**src/inc/odc_map.svh**
```systemverilog
`ifndef ODC_MAP_SVH
`define ODC_MAP_SVH

// Register byte offsets within the block's 4 KB window.
`define ODC_AW           12
`define ODC_OFS_HP1      12'h410
`define ODC_OFS_HP2      12'h418
`define ODC_OFS_EP       12'h420
`define ODC_OFS_SPK      12'h428
`define ODC_OFS_PDM      12'h430
`define ODC_OFS_STAT     12'h440

// Field positions inside a path configuration word.
`define ODC_LIM_HI       15
`define ODC_LIM_LO       14
`define ODC_OSR_BIT      13

// Field positions inside the status word.
`define ODC_ST_BOOST_HI  2
`define ODC_ST_BOOST_LO  0
`define ODC_ST_FAM44     3
`define ODC_ST_SYSFAM    4

// Reset values.
`define ODC_LIM_RST      2'h0
`define ODC_OSR_RST      1'h0
`define ODC_RATE_RST     5'h00
`define ODC_WORD_RST     32'h0000_0000

// Limit codes.
`define ODC_LIM_LOW      2'h0
`define ODC_LIM_NORM     2'h1
`define ODC_LIM_HIGH     2'h2

// Sample-rate code prefix that marks the 44.1 kHz family.
`define ODC_FAM_HI       4
`define ODC_FAM_LO       3
`define ODC_FAM_PAT      2'h1

// Frequencies in Hz, 48 kHz family and 44.1 kHz family.
`define ODC_FW           28
`define ODC_F_3M072      28'h02e_e000
`define ODC_F_6M144      28'h05d_c000
`define ODC_F_12M288     28'h0bb_8000
`define ODC_F_2M8224     28'h02b_1100
`define ODC_F_5M6448     28'h056_2200
`define ODC_F_11M2896    28'h0ac_4400

// Number of paths that carry a clock limit field.
`define ODC_NPATH        3

`endif

```
**src/inc/odc_pkg.sv**
```systemverilog
`include "odc_map.svh"

package odc_pkg;

   typedef logic [`ODC_FW-1:0] odc_freq_t;

   typedef enum logic [2:0] {
      ODC_R_HP1,
      ODC_R_HP2,
      ODC_R_EP,
      ODC_R_SPK,
      ODC_R_PDM,
      ODC_R_STAT,
      ODC_R_NONE
   } odc_reg_t;

   // Clock-rate results handed to the converters and the PDM interface.
   typedef struct packed {
      odc_freq_t [`ODC_NPATH-1:0] dac_clock_hz;
      odc_freq_t [`ODC_NPATH-1:0] dac_ceiling_hz;
      odc_freq_t                  pdm_speaker_clock_hz;
      logic [4:0]                 path_sample_rate;
      logic [`ODC_NPATH-1:0]      path_oversample_select;
      logic                       speaker_oversample_select;
      logic                       pdm_oversample_select;
   } odc_clk_out_t;

   // Whole state of the control block.
   typedef struct packed {
      logic [`ODC_NPATH-1:0]       osr;
      logic [`ODC_NPATH-1:0][1:0]  lim;
      logic                        spk_osr;
      logic                        pdm_osr;
      odc_freq_t [`ODC_NPATH-1:0]  ceil;
      odc_freq_t [`ODC_NPATH-1:0]  dac;
      odc_freq_t                   pdm;
      logic [4:0]                  rate;
      logic                        wr_pend;
      logic [`ODC_AW-1:0]          wr_addr;
      logic [31:0]                 rdata;
      logic                        ready;
      logic                        resp;
   } odc_state_t;

endpackage : odc_pkg

```
**src/hdl/odc_rate_ctrl.sv**
```systemverilog
// Added by the designer: the AHB-Lite register port.
`timescale 1ns/1ns
`default_nettype none
`include "odc_map.svh"

// Function
// - Every output path runs at the shared output sample rate from the core.
// - Each path has a one-bit oversample select: normal or high performance.
// - Oversample zero: limit 00 gives 3.072 MHz, 01 gives 6.144 MHz.
// - Oversample one: limit 00 and 01 both give 6.144 MHz.
// - Limit 10 gives 12.288 MHz, or 11.2896 MHz for 44.1 kHz family.
// - Rate code 01xxx swaps in 2.8224, 5.6448 and 11.2896 MHz ceilings.
// - No DAC clock ever exceeds the system clock frequency.
// - Limit is only a ceiling; actual clock follows signal conditions below it.
// - Only headphone one, two and earpiece have a clock limit field.
// - PDM speaker clock is 3.072 MHz at oversample zero, 6.144 MHz at one.
// - A 5.6448 MHz-family system clock scales the PDM speaker clock alike.
// - After reset all oversample selects are zero and all limits 00.
// - Normally the DAC runs at 6.144 MHz, or 5.6448 MHz in 44.1 family, or at its ceiling where that is lower.
// - Earpiece register holds its limit at bits 15:14 and select at 13.
module odc_rate_ctrl
(
   // Clock and reset.
   input  wire  logic                 hclk,
   input  wire  logic                 hresetn,
   // AHB-Lite slave.
   input  wire  logic                 hsel,
   input  wire  logic [31:0]          haddr,
   input  wire  logic [1:0]           htrans,
   input  wire  logic                 hwrite,
   input  wire  logic [2:0]           hsize,
   input  wire  logic [31:0]          hwdata,
   input  wire  logic                 hready,
   output logic                       hreadyout,
   output logic [31:0]                hrdata,
   output logic                       hresp,
   // Clocking context from the digital core, same clock domain.
   input  wire  logic [4:0]           sample_rate_code,
   input  wire  logic                 clock_family_select,
   input  wire  odc_pkg::odc_freq_t   main_system_clock_hz,
   input  wire  logic [2:0]           dac_boost_request,
   // Clock-rate results.
   output odc_pkg::odc_clk_out_t      clk_out
);
   import odc_pkg::*;

   localparam odc_reg_t PATH_REG [`ODC_NPATH] =
      '{ODC_R_HP1, ODC_R_HP2, ODC_R_EP};

   odc_state_t          s_q;
   odc_state_t          s_d;
   logic                acc_ok;
   odc_reg_t            wr_reg;
   odc_reg_t            rd_reg;
   logic [31:0]         rd_val;
   logic                fam44;
   odc_freq_t           norm_f;
   odc_freq_t           cap_f;

   // Maps a byte offset to the register it selects.
   function automatic odc_reg_t odc_decode(input logic [`ODC_AW-1:0] a);
      case (a)
         `ODC_OFS_HP1:  odc_decode = ODC_R_HP1;
         `ODC_OFS_HP2:  odc_decode = ODC_R_HP2;
         `ODC_OFS_EP:   odc_decode = ODC_R_EP;
         `ODC_OFS_SPK:  odc_decode = ODC_R_SPK;
         `ODC_OFS_PDM:  odc_decode = ODC_R_PDM;
         `ODC_OFS_STAT: odc_decode = ODC_R_STAT;
         default:       odc_decode = ODC_R_NONE;
      endcase
   endfunction : odc_decode

   // Converts oversample select and limit code to a clock ceiling.
   // The reserved code falls back to the normal ceiling, 6.144 MHz, or 5.6448 MHz in the 44.1 kHz family.
   function automatic odc_freq_t odc_ceiling(input logic       osr,
                                             input logic [1:0] lim,
                                             input logic       f44);
      odc_freq_t f;
      f = f44 ? `ODC_F_5M6448 : `ODC_F_6M144;
      case (lim)
         `ODC_LIM_LOW:
         begin
            if (!osr)
               f = f44 ? `ODC_F_2M8224 : `ODC_F_3M072;
         end
         `ODC_LIM_HIGH:
         begin
            f = f44 ? `ODC_F_11M2896 : `ODC_F_12M288;
         end
         default:
         begin
            f = f;
         end
      endcase
      odc_ceiling = f;
   endfunction : odc_ceiling

   function automatic odc_freq_t odc_min(input odc_freq_t a,
                                         input odc_freq_t b);
      odc_min = (a < b) ? a : b;
   endfunction : odc_min

   always_comb
   begin
      s_d    = s_q;
      rd_val = `ODC_WORD_RST;
      cap_f  = '0;
      norm_f = '0;
      acc_ok = hsel && hready && htrans[1];
      wr_reg = odc_decode(s_q.wr_addr);
      rd_reg = odc_decode(haddr[`ODC_AW-1:0]);
      fam44  = (sample_rate_code[`ODC_FAM_HI:`ODC_FAM_LO] == `ODC_FAM_PAT);

      // Data phase of a write lands in the addressed register.
      if (s_q.wr_pend)
      begin
         for (int i = 0; i < `ODC_NPATH; i++)
         begin
            if (wr_reg == PATH_REG[i])
            begin
               s_d.lim[i] = hwdata[`ODC_LIM_HI:`ODC_LIM_LO];
               s_d.osr[i] = hwdata[`ODC_OSR_BIT];
            end
         end
         if (wr_reg == ODC_R_SPK)
            s_d.spk_osr = hwdata[`ODC_OSR_BIT];
         if (wr_reg == ODC_R_PDM)
            s_d.pdm_osr = hwdata[`ODC_OSR_BIT];
      end

      // Address phase. Read data is taken from the post-write values so
      // that a read right behind a write sees the new contents.
      s_d.wr_pend = acc_ok && hwrite;
      s_d.wr_addr = haddr[`ODC_AW-1:0];
      for (int i = 0; i < `ODC_NPATH; i++)
      begin
         if (rd_reg == PATH_REG[i])
         begin
            rd_val[`ODC_LIM_HI:`ODC_LIM_LO] = s_d.lim[i];
            rd_val[`ODC_OSR_BIT]            = s_d.osr[i];
         end
      end
      if (rd_reg == ODC_R_SPK)
         rd_val[`ODC_OSR_BIT] = s_d.spk_osr;
      if (rd_reg == ODC_R_PDM)
         rd_val[`ODC_OSR_BIT] = s_d.pdm_osr;
      if (rd_reg == ODC_R_STAT)
      begin
         for (int i = 0; i < `ODC_NPATH; i++)
            rd_val[`ODC_ST_BOOST_LO + i] = (s_q.dac[i] > s_q.ceil[i] ||
                                            s_q.dac[i] == s_q.ceil[i]) &&
                                           dac_boost_request[i];
         rd_val[`ODC_ST_FAM44]  = fam44;
         rd_val[`ODC_ST_SYSFAM] = clock_family_select;
      end
      if (acc_ok && !hwrite)
         s_d.rdata = rd_val;
      s_d.ready = 1'b1;
      s_d.resp  = 1'b0;

      // Clock ceilings and dynamic DAC clocks for the three limited paths.
      for (int i = 0; i < `ODC_NPATH; i++)
      begin
         cap_f = odc_min(odc_ceiling(s_q.osr[i], s_q.lim[i], fam44),
                         main_system_clock_hz);
         norm_f = odc_min(fam44 ? `ODC_F_5M6448 : `ODC_F_6M144,
                          cap_f);
         s_d.ceil[i] = cap_f;
         s_d.dac[i]  = dac_boost_request[i] ? cap_f : norm_f;
      end

      // PDM speaker clock, scaled by the system clock family.
      if (clock_family_select)
         s_d.pdm = s_q.pdm_osr ? `ODC_F_5M6448 : `ODC_F_2M8224;
      else
         s_d.pdm = s_q.pdm_osr ? `ODC_F_6M144 : `ODC_F_3M072;

      s_d.rate = sample_rate_code;
   end

   always_ff @(posedge hclk or negedge hresetn)
   begin
      if (!hresetn)
      begin
         s_q.osr     <= {`ODC_NPATH{`ODC_OSR_RST}};
         s_q.lim     <= {`ODC_NPATH{`ODC_LIM_RST}};
         s_q.spk_osr <= `ODC_OSR_RST;
         s_q.pdm_osr <= `ODC_OSR_RST;
         s_q.ceil    <= {`ODC_NPATH{`ODC_F_3M072}};
         s_q.dac     <= {`ODC_NPATH{`ODC_F_3M072}};
         s_q.pdm     <= `ODC_F_3M072;
         s_q.rate    <= `ODC_RATE_RST;
         s_q.wr_pend <= 1'b0;
         s_q.wr_addr <= '0;
         s_q.rdata   <= `ODC_WORD_RST;
         s_q.ready   <= 1'b1;
         s_q.resp    <= 1'b0;
      end
      else
      begin
         s_q <= s_d;
      end
   end

   assign hreadyout = s_q.ready;
   assign hrdata    = s_q.rdata;
   assign hresp     = s_q.resp;

   assign clk_out.dac_clock_hz              = s_q.dac;
   assign clk_out.dac_ceiling_hz            = s_q.ceil;
   assign clk_out.pdm_speaker_clock_hz      = s_q.pdm;
   assign clk_out.path_sample_rate          = s_q.rate;
   assign clk_out.path_oversample_select    = s_q.osr;
   assign clk_out.speaker_oversample_select = s_q.spk_osr;
   assign clk_out.pdm_oversample_select     = s_q.pdm_osr;

   chk_rate_follows: assert property (
      @(posedge hclk) disable iff (!hresetn)
      hresetn |=> clk_out.path_sample_rate == $past(sample_rate_code))
      else $error("Path sample rate does not follow the core setting.");

   chk_low_ceiling: assert property (
      @(posedge hclk) disable iff (!hresetn)
      (!s_q.osr[0] && s_q.lim[0] == 2'h0 && sample_rate_code[4:3] != 2'h1
       && main_system_clock_hz >= `ODC_F_12M288)
      |=> clk_out.dac_ceiling_hz[0] == `ODC_F_3M072)
      else $error("Low limit code did not give 3.072 MHz.");

   chk_osr_norm_ceil: assert property (
      @(posedge hclk) disable iff (!hresetn)
      (s_q.osr[1] && !s_q.lim[1][1] && sample_rate_code[4:3] != 2'h1
       && main_system_clock_hz >= `ODC_F_12M288)
      |=> clk_out.dac_ceiling_hz[1] == `ODC_F_6M144)
      else $error("High performance low codes did not give 6.144 MHz.");

   chk_high_ceiling: assert property (
      @(posedge hclk) disable iff (!hresetn)
      (s_q.lim[2] == 2'h2 && sample_rate_code[4:3] != 2'h1
       && main_system_clock_hz >= `ODC_F_12M288)
      |=> clk_out.dac_ceiling_hz[2] == `ODC_F_12M288)
      else $error("Limit code 10 did not give 12.288 MHz.");

   chk_fam_ceiling: assert property (
      @(posedge hclk) disable iff (!hresetn)
      (s_q.lim[0] == 2'h2 && sample_rate_code[4:3] == 2'h1
       && main_system_clock_hz >= `ODC_F_12M288)
      |=> clk_out.dac_ceiling_hz[0] == `ODC_F_11M2896)
      else $error("44.1 kHz family did not give 11.2896 MHz.");

   chk_main_system_clock_cap: assert property (
      @(posedge hclk) disable iff (!hresetn)
      hresetn |=> (clk_out.dac_clock_hz[0] <= $past(main_system_clock_hz)) &&
          (clk_out.dac_clock_hz[1] <= $past(main_system_clock_hz)) &&
          (clk_out.dac_clock_hz[2] <= $past(main_system_clock_hz)))
      else $error("DAC clock exceeds the system clock.");

   chk_under_ceiling: assert property (
      @(posedge hclk) disable iff (!hresetn)
      (clk_out.dac_clock_hz[0] <= clk_out.dac_ceiling_hz[0]) &&
      (clk_out.dac_clock_hz[1] <= clk_out.dac_ceiling_hz[1]) &&
      (clk_out.dac_clock_hz[2] <= clk_out.dac_ceiling_hz[2]))
      else $error("DAC clock above its ceiling.");

   chk_boost_follows: assert property (
      @(posedge hclk) disable iff (!hresetn)
      dac_boost_request[1] |=> clk_out.dac_clock_hz[1] ==
                               clk_out.dac_ceiling_hz[1])
      else $error("Boost request did not raise the DAC clock.");

   chk_pdm_base: assert property (
      @(posedge hclk) disable iff (!hresetn)
      (hresetn && !clock_family_select && s_q.pdm_osr)
      |=> clk_out.pdm_speaker_clock_hz == `ODC_F_6M144)
      else $error("PDM speaker clock not 6.144 MHz at oversample one.");

   chk_pdm_scaled: assert property (
      @(posedge hclk) disable iff (!hresetn)
      (hresetn && clock_family_select && !s_q.pdm_osr)
      |=> clk_out.pdm_speaker_clock_hz == `ODC_F_2M8224)
      else $error("PDM speaker clock not scaled for the 44.1 kHz family.");

   chk_reset_fields: assert property (
      @(posedge hclk)
      $rose(hresetn) |-> (s_q.osr == '0 && s_q.lim == '0 && !s_q.pdm_osr))
      else $error("Configuration fields not cleared by reset.");

   chk_normal_clock: assert property (
      @(posedge hclk) disable iff (!hresetn)
      (!dac_boost_request[0] && sample_rate_code[4:3] == 2'h1
       && s_q.lim[0] == 2'h2 && main_system_clock_hz >= `ODC_F_12M288)
      |=> clk_out.dac_clock_hz[0] == `ODC_F_5M6448)
      else $error("Normal DAC clock is not 5.6448 MHz in 44.1 family.");

   chk_write_store: assert property (
      @(posedge hclk) disable iff (!hresetn)
      (s_q.wr_pend && s_q.wr_addr == `ODC_OFS_EP)
      |=> s_q.lim[2] == $past(hwdata[`ODC_LIM_HI:`ODC_LIM_LO]) &&
          s_q.osr[2] == $past(hwdata[`ODC_OSR_BIT]))
      else $error("Earpiece field write did not store the value.");

   chk_hp1_store: assert property (
      @(posedge hclk) disable iff (!hresetn)
      (s_q.wr_pend && s_q.wr_addr == `ODC_OFS_HP1)
      |=> s_q.osr[0] == $past(hwdata[`ODC_OSR_BIT]))
      else $error("Headphone one oversample select not stored.");

   chk_fam_low_ceil: assert property (
      @(posedge hclk) disable iff (!hresetn)
      (hresetn && !s_q.osr[1] && s_q.lim[1] == `ODC_LIM_LOW
       && sample_rate_code[`ODC_FAM_HI:`ODC_FAM_LO] == `ODC_FAM_PAT
       && main_system_clock_hz >= `ODC_F_12M288)
      |=> clk_out.dac_ceiling_hz[1] == `ODC_F_2M8224)
      else $error("44.1 kHz family low limit did not give 2.8224 MHz.");

   chk_ceiling_cap: assert property (
      @(posedge hclk) disable iff (!hresetn)
      hresetn |=>
         (clk_out.dac_ceiling_hz[0] <= $past(main_system_clock_hz)) &&
         (clk_out.dac_ceiling_hz[1] <= $past(main_system_clock_hz)) &&
         (clk_out.dac_ceiling_hz[2] <= $past(main_system_clock_hz)))
      else $error("DAC clock ceiling exceeds the system clock.");

   chk_spk_no_limit: assert property (
      @(posedge hclk) disable iff (!hresetn)
      (s_q.wr_pend && s_q.wr_addr == `ODC_OFS_SPK)
      |=> s_q.lim == $past(s_q.lim) && s_q.osr == $past(s_q.osr))
      else $error("Speaker path write changed a clock limit field.");

   chk_ep_readback: assert property (
      @(posedge hclk) disable iff (!hresetn)
      (hsel && hready && htrans[1] && !hwrite && !s_q.wr_pend
       && haddr[`ODC_AW-1:0] == `ODC_OFS_EP)
      |=> hrdata[`ODC_LIM_HI:`ODC_LIM_LO] == $past(s_q.lim[2]) &&
          hrdata[`ODC_OSR_BIT] == $past(s_q.osr[2]))
      else $error("Earpiece fields did not read back as stored.");

   chk_pdm_low: assert property (
      @(posedge hclk) disable iff (!hresetn)
      (hresetn && !clock_family_select && !s_q.pdm_osr)
      |=> clk_out.pdm_speaker_clock_hz == `ODC_F_3M072)
      else $error("PDM speaker clock not 3.072 MHz at oversample zero.");

   chk_pdm_scaled_hi: assert property (
      @(posedge hclk) disable iff (!hresetn)
      (hresetn && clock_family_select && s_q.pdm_osr)
      |=> clk_out.pdm_speaker_clock_hz == `ODC_F_5M6448)
      else $error("PDM speaker clock not scaled at oversample one.");

endmodule : odc_rate_ctrl
`default_nettype wire

```
**config.mk**
```make
export PLATFORM = sky130hd
export DESIGN_NAME = odc_rate_ctrl
export DESIGN_NICKNAME = d
export VERILOG_FILES = /design/src/inc/odc_pkg.sv /design/src/hdl/odc_rate_ctrl.sv
export VERILOG_INCLUDE_DIRS = /design/src /design/src/inc
export SDC_FILE = /design/constraint.sdc
export NUM_CORES = 1
export LEC_CHECK = 0
export CORE_MARGIN = 5
export CORE_UTILIZATION = 50
export CTS_CLUSTER_SIZE = 10
export DETAILED_ROUTE_END_ITERATION = 7
export DONT_BUFFER_PORTS = 1
export GPL_TIMING_DRIVEN = 1
export SYNTH_ARGS = -nofsm -noshare
export SYNTH_HDL_FRONTEND = slang
export SYNTH_SLANG_ARGS = --single-unit
export TNS_END_PERCENT = 5
```
**constraint.sdc**
```tcl
create_clock -name hclk -period 4.9 [get_ports hclk]
set_input_delay 0.735 -clock hclk [delete_from_list [all_inputs] [get_ports hclk]]
set_output_delay 0.735 -clock hclk [all_outputs]
set_load 0.05 [all_outputs]
```
Word level (Yosys, flattened, before mapping). Index checks and enable logic that the tools add are counted.

Memory bits (read-only): 0. Bits in registers: 233. Latch bits: 0. Memory bits (writable): 0. Input port bits: 111. Memories kept: 0.

Multiplexer cells: 38. Shift operators: 0. $lt $le $gt $ge: 9. Reductions and logical operators: 16. Eq/ne operators: 28. Bitwise gates (word level): 0. Add/sub/neg operators: 0. Div/mod/pow operators: 0. $mul: 0.

Operators with widths (count): $mux 28 (9); $pmux 28 s2 (3); $eq 12x11->1 const B (12); $lt 28x28->1 (5); $mux 23 (6); $eq 28x28->1 (3); $gt 28x28->1 (3); $pmux 3 s6 (2); $lt 23x28->1 (1); $mux 21 (1); $mux 20 (1); $mux 19 (1); $eq 3x2->1 const B (4); $mux 11 (1); $eq 3x3->1 const B (3); $mux 3 (3); $logic_and 1x1->1 (7); $mux 1 (7); $eq 2x2->1 const B (3); $eq 3x1->1 const B (2); $logic_not 2->1 (3); $logic_not 3->1 (2); $mux 2 (3); $mux 5 (1); other kinds (3) (5).

Depth between registers and ports, before layout.
Word-level depth: 10. Mapped depth: 26. Depth with buffers taken out: 21.

Worst setup path before layout. Ideal clock, no wire load.

Kind: input-to-reg. Start: input port sample_rate_code[4]. End: register s_q, in the netlist clk_out[137]. Stages: 23. Arrival time: 5462 ps. Path slack: -641 ps. Library setup time: 79 ps. Buffers on the path: 6. Cells stage by stage: nand2b_1 > clkbuf_1 > clkbuf_1 > buf_4 > ha_1 > o21a_1 > o21ai_0 > ha_1 > and4_1 > nor3b_1 > o31ai_1 > a211oi_1 > buf_2 > buf_1 > mux2i_1 > ha_1 > a31o_2 > a21oi_1 > o211ai_1 > a211oi_2 > clkbuf_1 > nand2_1 > o21ai_0.

RTL lines: start: declaration (RTL line odc_rate_ctrl.sv:38) `input wire logic [4:0] sample_rate_code,`; end: declaration (RTL line odc_rate_ctrl.sv:50) `odc_state_t s_q;`.

==> out/summary.txt <==
outcome: completed
largest net degree at the start of global routing: 168
Routed WL per cell: 20.4 microns
period utilisation layout: 92.6%
vias in the first global route: 8858
Max stage delay on crit path: 0.44 ns
RSZ-0062 raised after global routing: no
max-slew violations: 0
clock latency at the later pin of the worst-skew pair: 0.53 ns
Die H: 174 microns
synth warn: 0
GR Util All Layers: 21.1%
global-route wire length before repair: 50400 microns
Root Driver: clkbuf_16
multi-input logic area: 5780 sq um
Num CTS Buffers: 26
final wirelength: 32800 microns
DPL Wire Length: 25300 microns
synthesized instance count: 1369
crit end category: flop
# setup viols final: 0
Layout Skew: 0.0133 ns
relative slew slack: 41.8%
Clock Sinks: 215
placed cell area: 12600 sq um
worst hold path class: in -> async
core area: 26700 sq um
distinct cell type count after synthesis: 77
FFs w/ async S/R, synth: 100%
mapped cell area: 13400 sq um
full die area: 30200 sq um
Max VDD drop: 242 uV
Ports: 351
Crit Path Max Fanout: 19
Die X: 174 microns
Mapped Avg Cell Area: 9.81 sq um
layout cell share with drive strength beyond 1: 13.9%
antenna-violating nets left: 0
worst path cell trace: inv_1 > a21oi_1 > nand2_1 > ha_1 > nand4_1 > nor4_4 > o311ai_1 > o211a_1 > nor2_1 > a21oi_1 > ha_1 > maj3_1 > nand2_1 > mux2i_1 > a311o_1 > a221oi_4 > buf_12 > and2b_1
pwr/cell area: 319 nW/um^2
H-Tree Depth: 1
Final Cell Area: 13500 sq um
area delta synth->final: 0.168%
Pleak: 0.00683 uW
critical setup path kind: reg -> reg
Post-synth EDFFs: 0
sequential share of the synthesized area: 40.5%
Worst EP required: 5.32 ns
TritonRoute pass-1 iters: 5
CTS tree: yes
setup_tns: 0 ns
fmax: 220 MHz
Critical Path AT: 4.96 ns
diodes inserted: 0
DRC Markers: 0
routability-driven placement congestion ratio: 0.945
I/O Buffers: 0
initial antenna violation count: 0
routed vias/inst: 5.33
via count: 8586
max cap viols: 0
Worst-path clk slew: 0.06 ns
Max Root-Sink Buffers: 3
critical path startpoint category: flop
Seq. cell area: 5440 sq um
drt initial violations: 526
Core Rows: 60
fin nets: 1507
slew at the pin closest to its max-slew limit: 0.874 ns
CP max-delay cell: a21oi_1
Synth Register Bits: 215
final hold vios: 0
fillers: 2475
ys flop type: dfrtp_1
Initial Utilization: 50.2%
Tmin final: 4.54 ns
Congestion Overflow GR: 0
[area by class of cell]
type / instances / area share (%)
Clock buffer: 46 / 5.69
Clock inverter: 2 / 0.158
Inverter: 144 / 4.02
Multi-Input combinational cell: 805 / 43.0
Sequential cell: 215 / 40.4
Tap cell: 341 / 3.17
Timing Repair Buffer: 57 / 3.52
[path summary, 6_finish.rpt]
path / startpoint / endpoint / slack, ns / depth (start not counted)
max: s_q[253] / clk_out[150] / 0.36 / 18
min: hresetn / clk_out[27] / 0.06 / 0
max reg2reg: s_q[253] / clk_out[150] / 0.36 / 18
min reg2reg: s_q[254] / s_q[254] / 0.68 / 1
max in group asynchronous: hresetn / hrdata[0] / 4.04 / 1
min in group hclk: haddr[4] / s_q[38] / 0.23 / 0
[state kept, by name, summed over array words and instances, names as in the netlist]
register,count
clk_out,188
s_q,19
hrdata,8
[placed cells by master (no fill, tap or decap), drive strengths merged, types with 5 or more instances in the layout]
master / n
nor2: 64
conb: 65
ha: 147
a21o: 48
clkbuf: 46
a211oi: 7
dfstp: 48
mux2: 15
and2: 55
nand4: 22
nor3: 14
o211ai: 5
or2: 7
inv: 143
dfrtp: 167
a21oi: 70
o21a: 6
a31oi: 6
nand2b: 19
a22o: 5
mux2i: 16
buf: 57
nand3: 8
nor4: 12
nor2b: 20
o21ai: 46
nand2: 74
[power breakdown]
group          internal [uW]  switching [uW]
sequential              1850             225
combinational            151             294
clock                   1050             718
total                   3050            1240
[cell families after synthesis]
| family | count (synthesis) | share of synthesized area [%] |
|---|---|---|
| muxes | 32 | 2.62 |
| DFF | 215 | 40.5 |
| and+or+nand+nor | 315 | 12.4 |
| adders and majority gates | 148 | 13.8 |
| other | 2 | 0.0559 |
| AOI/OAI and AO/OA | 241 | 11.9 |
| buffers and inverters | 412 | 18.4 |
| xor gates and xnor gates | 4 | 0.261 |
[metrics by stage]
| stage | utilization (%) | setup slack (ns) | hold WS, ns | power, uW | instances |
|---|---|---|---|---|---|
| 2_1_floorplan | - | 0.00311 | 0.439 | 2500 | 1432 |
| 3_3_place_gp | 47.3 | 0.0495 | 0.444 | 2510 | 1561 |
| 3_5_place_dp | 47.3 | -0.0303 | 0.445 | 2520 | 1561 |
| 4_1_cts | 50.3 | 0.381 | 0.0257 | 4340 | 1610 |
| 5_1_grt | 50.3 | 0.0715 | 0.0337 | 4470 | 1610 |
| 6_report | 50.3 | 0.365 | 0.0561 | 4290 | 1610 |
[synth_stat cells (3+ instances only)]
master | number | area, sq um
nor2b_1 | 20 | 125
and2_1 | 55 | 344
nand3b_1 | 3 | 22.5
nor2_1 | 64 | 240
a22o_1 | 5 | 43.8
a2111oi_0 | 3 | 26.3
dfstp_2 | 48 | 1260
a211o_1 | 3 | 26.3
xnor2_1 | 4 | 35.0
nand3_1 | 8 | 40.0
o211ai_1 | 4 | 30.0
a31oi_1 | 6 | 37.5
nor3_1 | 14 | 70.1
o31ai_1 | 3 | 22.5
a211oi_1 | 6 | 45.0
nor4_1 | 10 | 62.6
or2_2 | 7 | 43.8
buf_2 | 3 | 15.0
a21boi_0 | 4 | 30.0
a311oi_1 | 3 | 26.3
buf_4 | 243 | 1820
a32oi_1 | 3 | 26.3
mux2i_1 | 16 | 160
a21o_1 | 48 | 360
nand2b_1 | 19 | 119
ha_1 | 147 | 1840
nand4_1 | 22 | 138
dfrtp_1 | 167 | 4180
o21a_1 | 6 | 45.0
nand2_1 | 72 | 270
a22oi_1 | 4 | 30.0
or4_1 | 3 | 22.5
clkbuf_1 | 18 | 67.6
a221o_1 | 3 | 30.0
a21oi_1 | 70 | 350
inv_1 | 143 | 537
o21ai_0 | 46 | 230
mux2_2 | 14 | 158
[critical path, delay by kind of cell (launching register included)]
family                     cells  cell delay (ns)
AOI/OAI and AO/OA              6             1.65
and+or+nand+nor                6             1.07
adders and majority gates      3             0.90
DFF                            1             0.43
buffers and inverters          2             0.31
muxes                          1             0.06
[repair_timing]
action | 4_1_cts | 5_1_grt
endpoints found under the hold margin | 167 | 0
hold buffers | 1 | 0
setup buffers | 0 | 0
resized for setup | 0 | 0
[layer usage]
layer / wire length [microns] / vias to the layer above / global-route usage (%) / part of all wire [%]
met5: 0 / - / 0 / 0
met4: 960 / 0 / 5.64 / 2.9
met3: 3020 / 65 / 7.11 / 9.2
met2: 15500 / 308 / 35.6 / 47
met1: 13300 / 4131 / 25.9 / 41
li1: - / 4082 / - / -
Note: power is estimated with default switching activity, not from simulation.
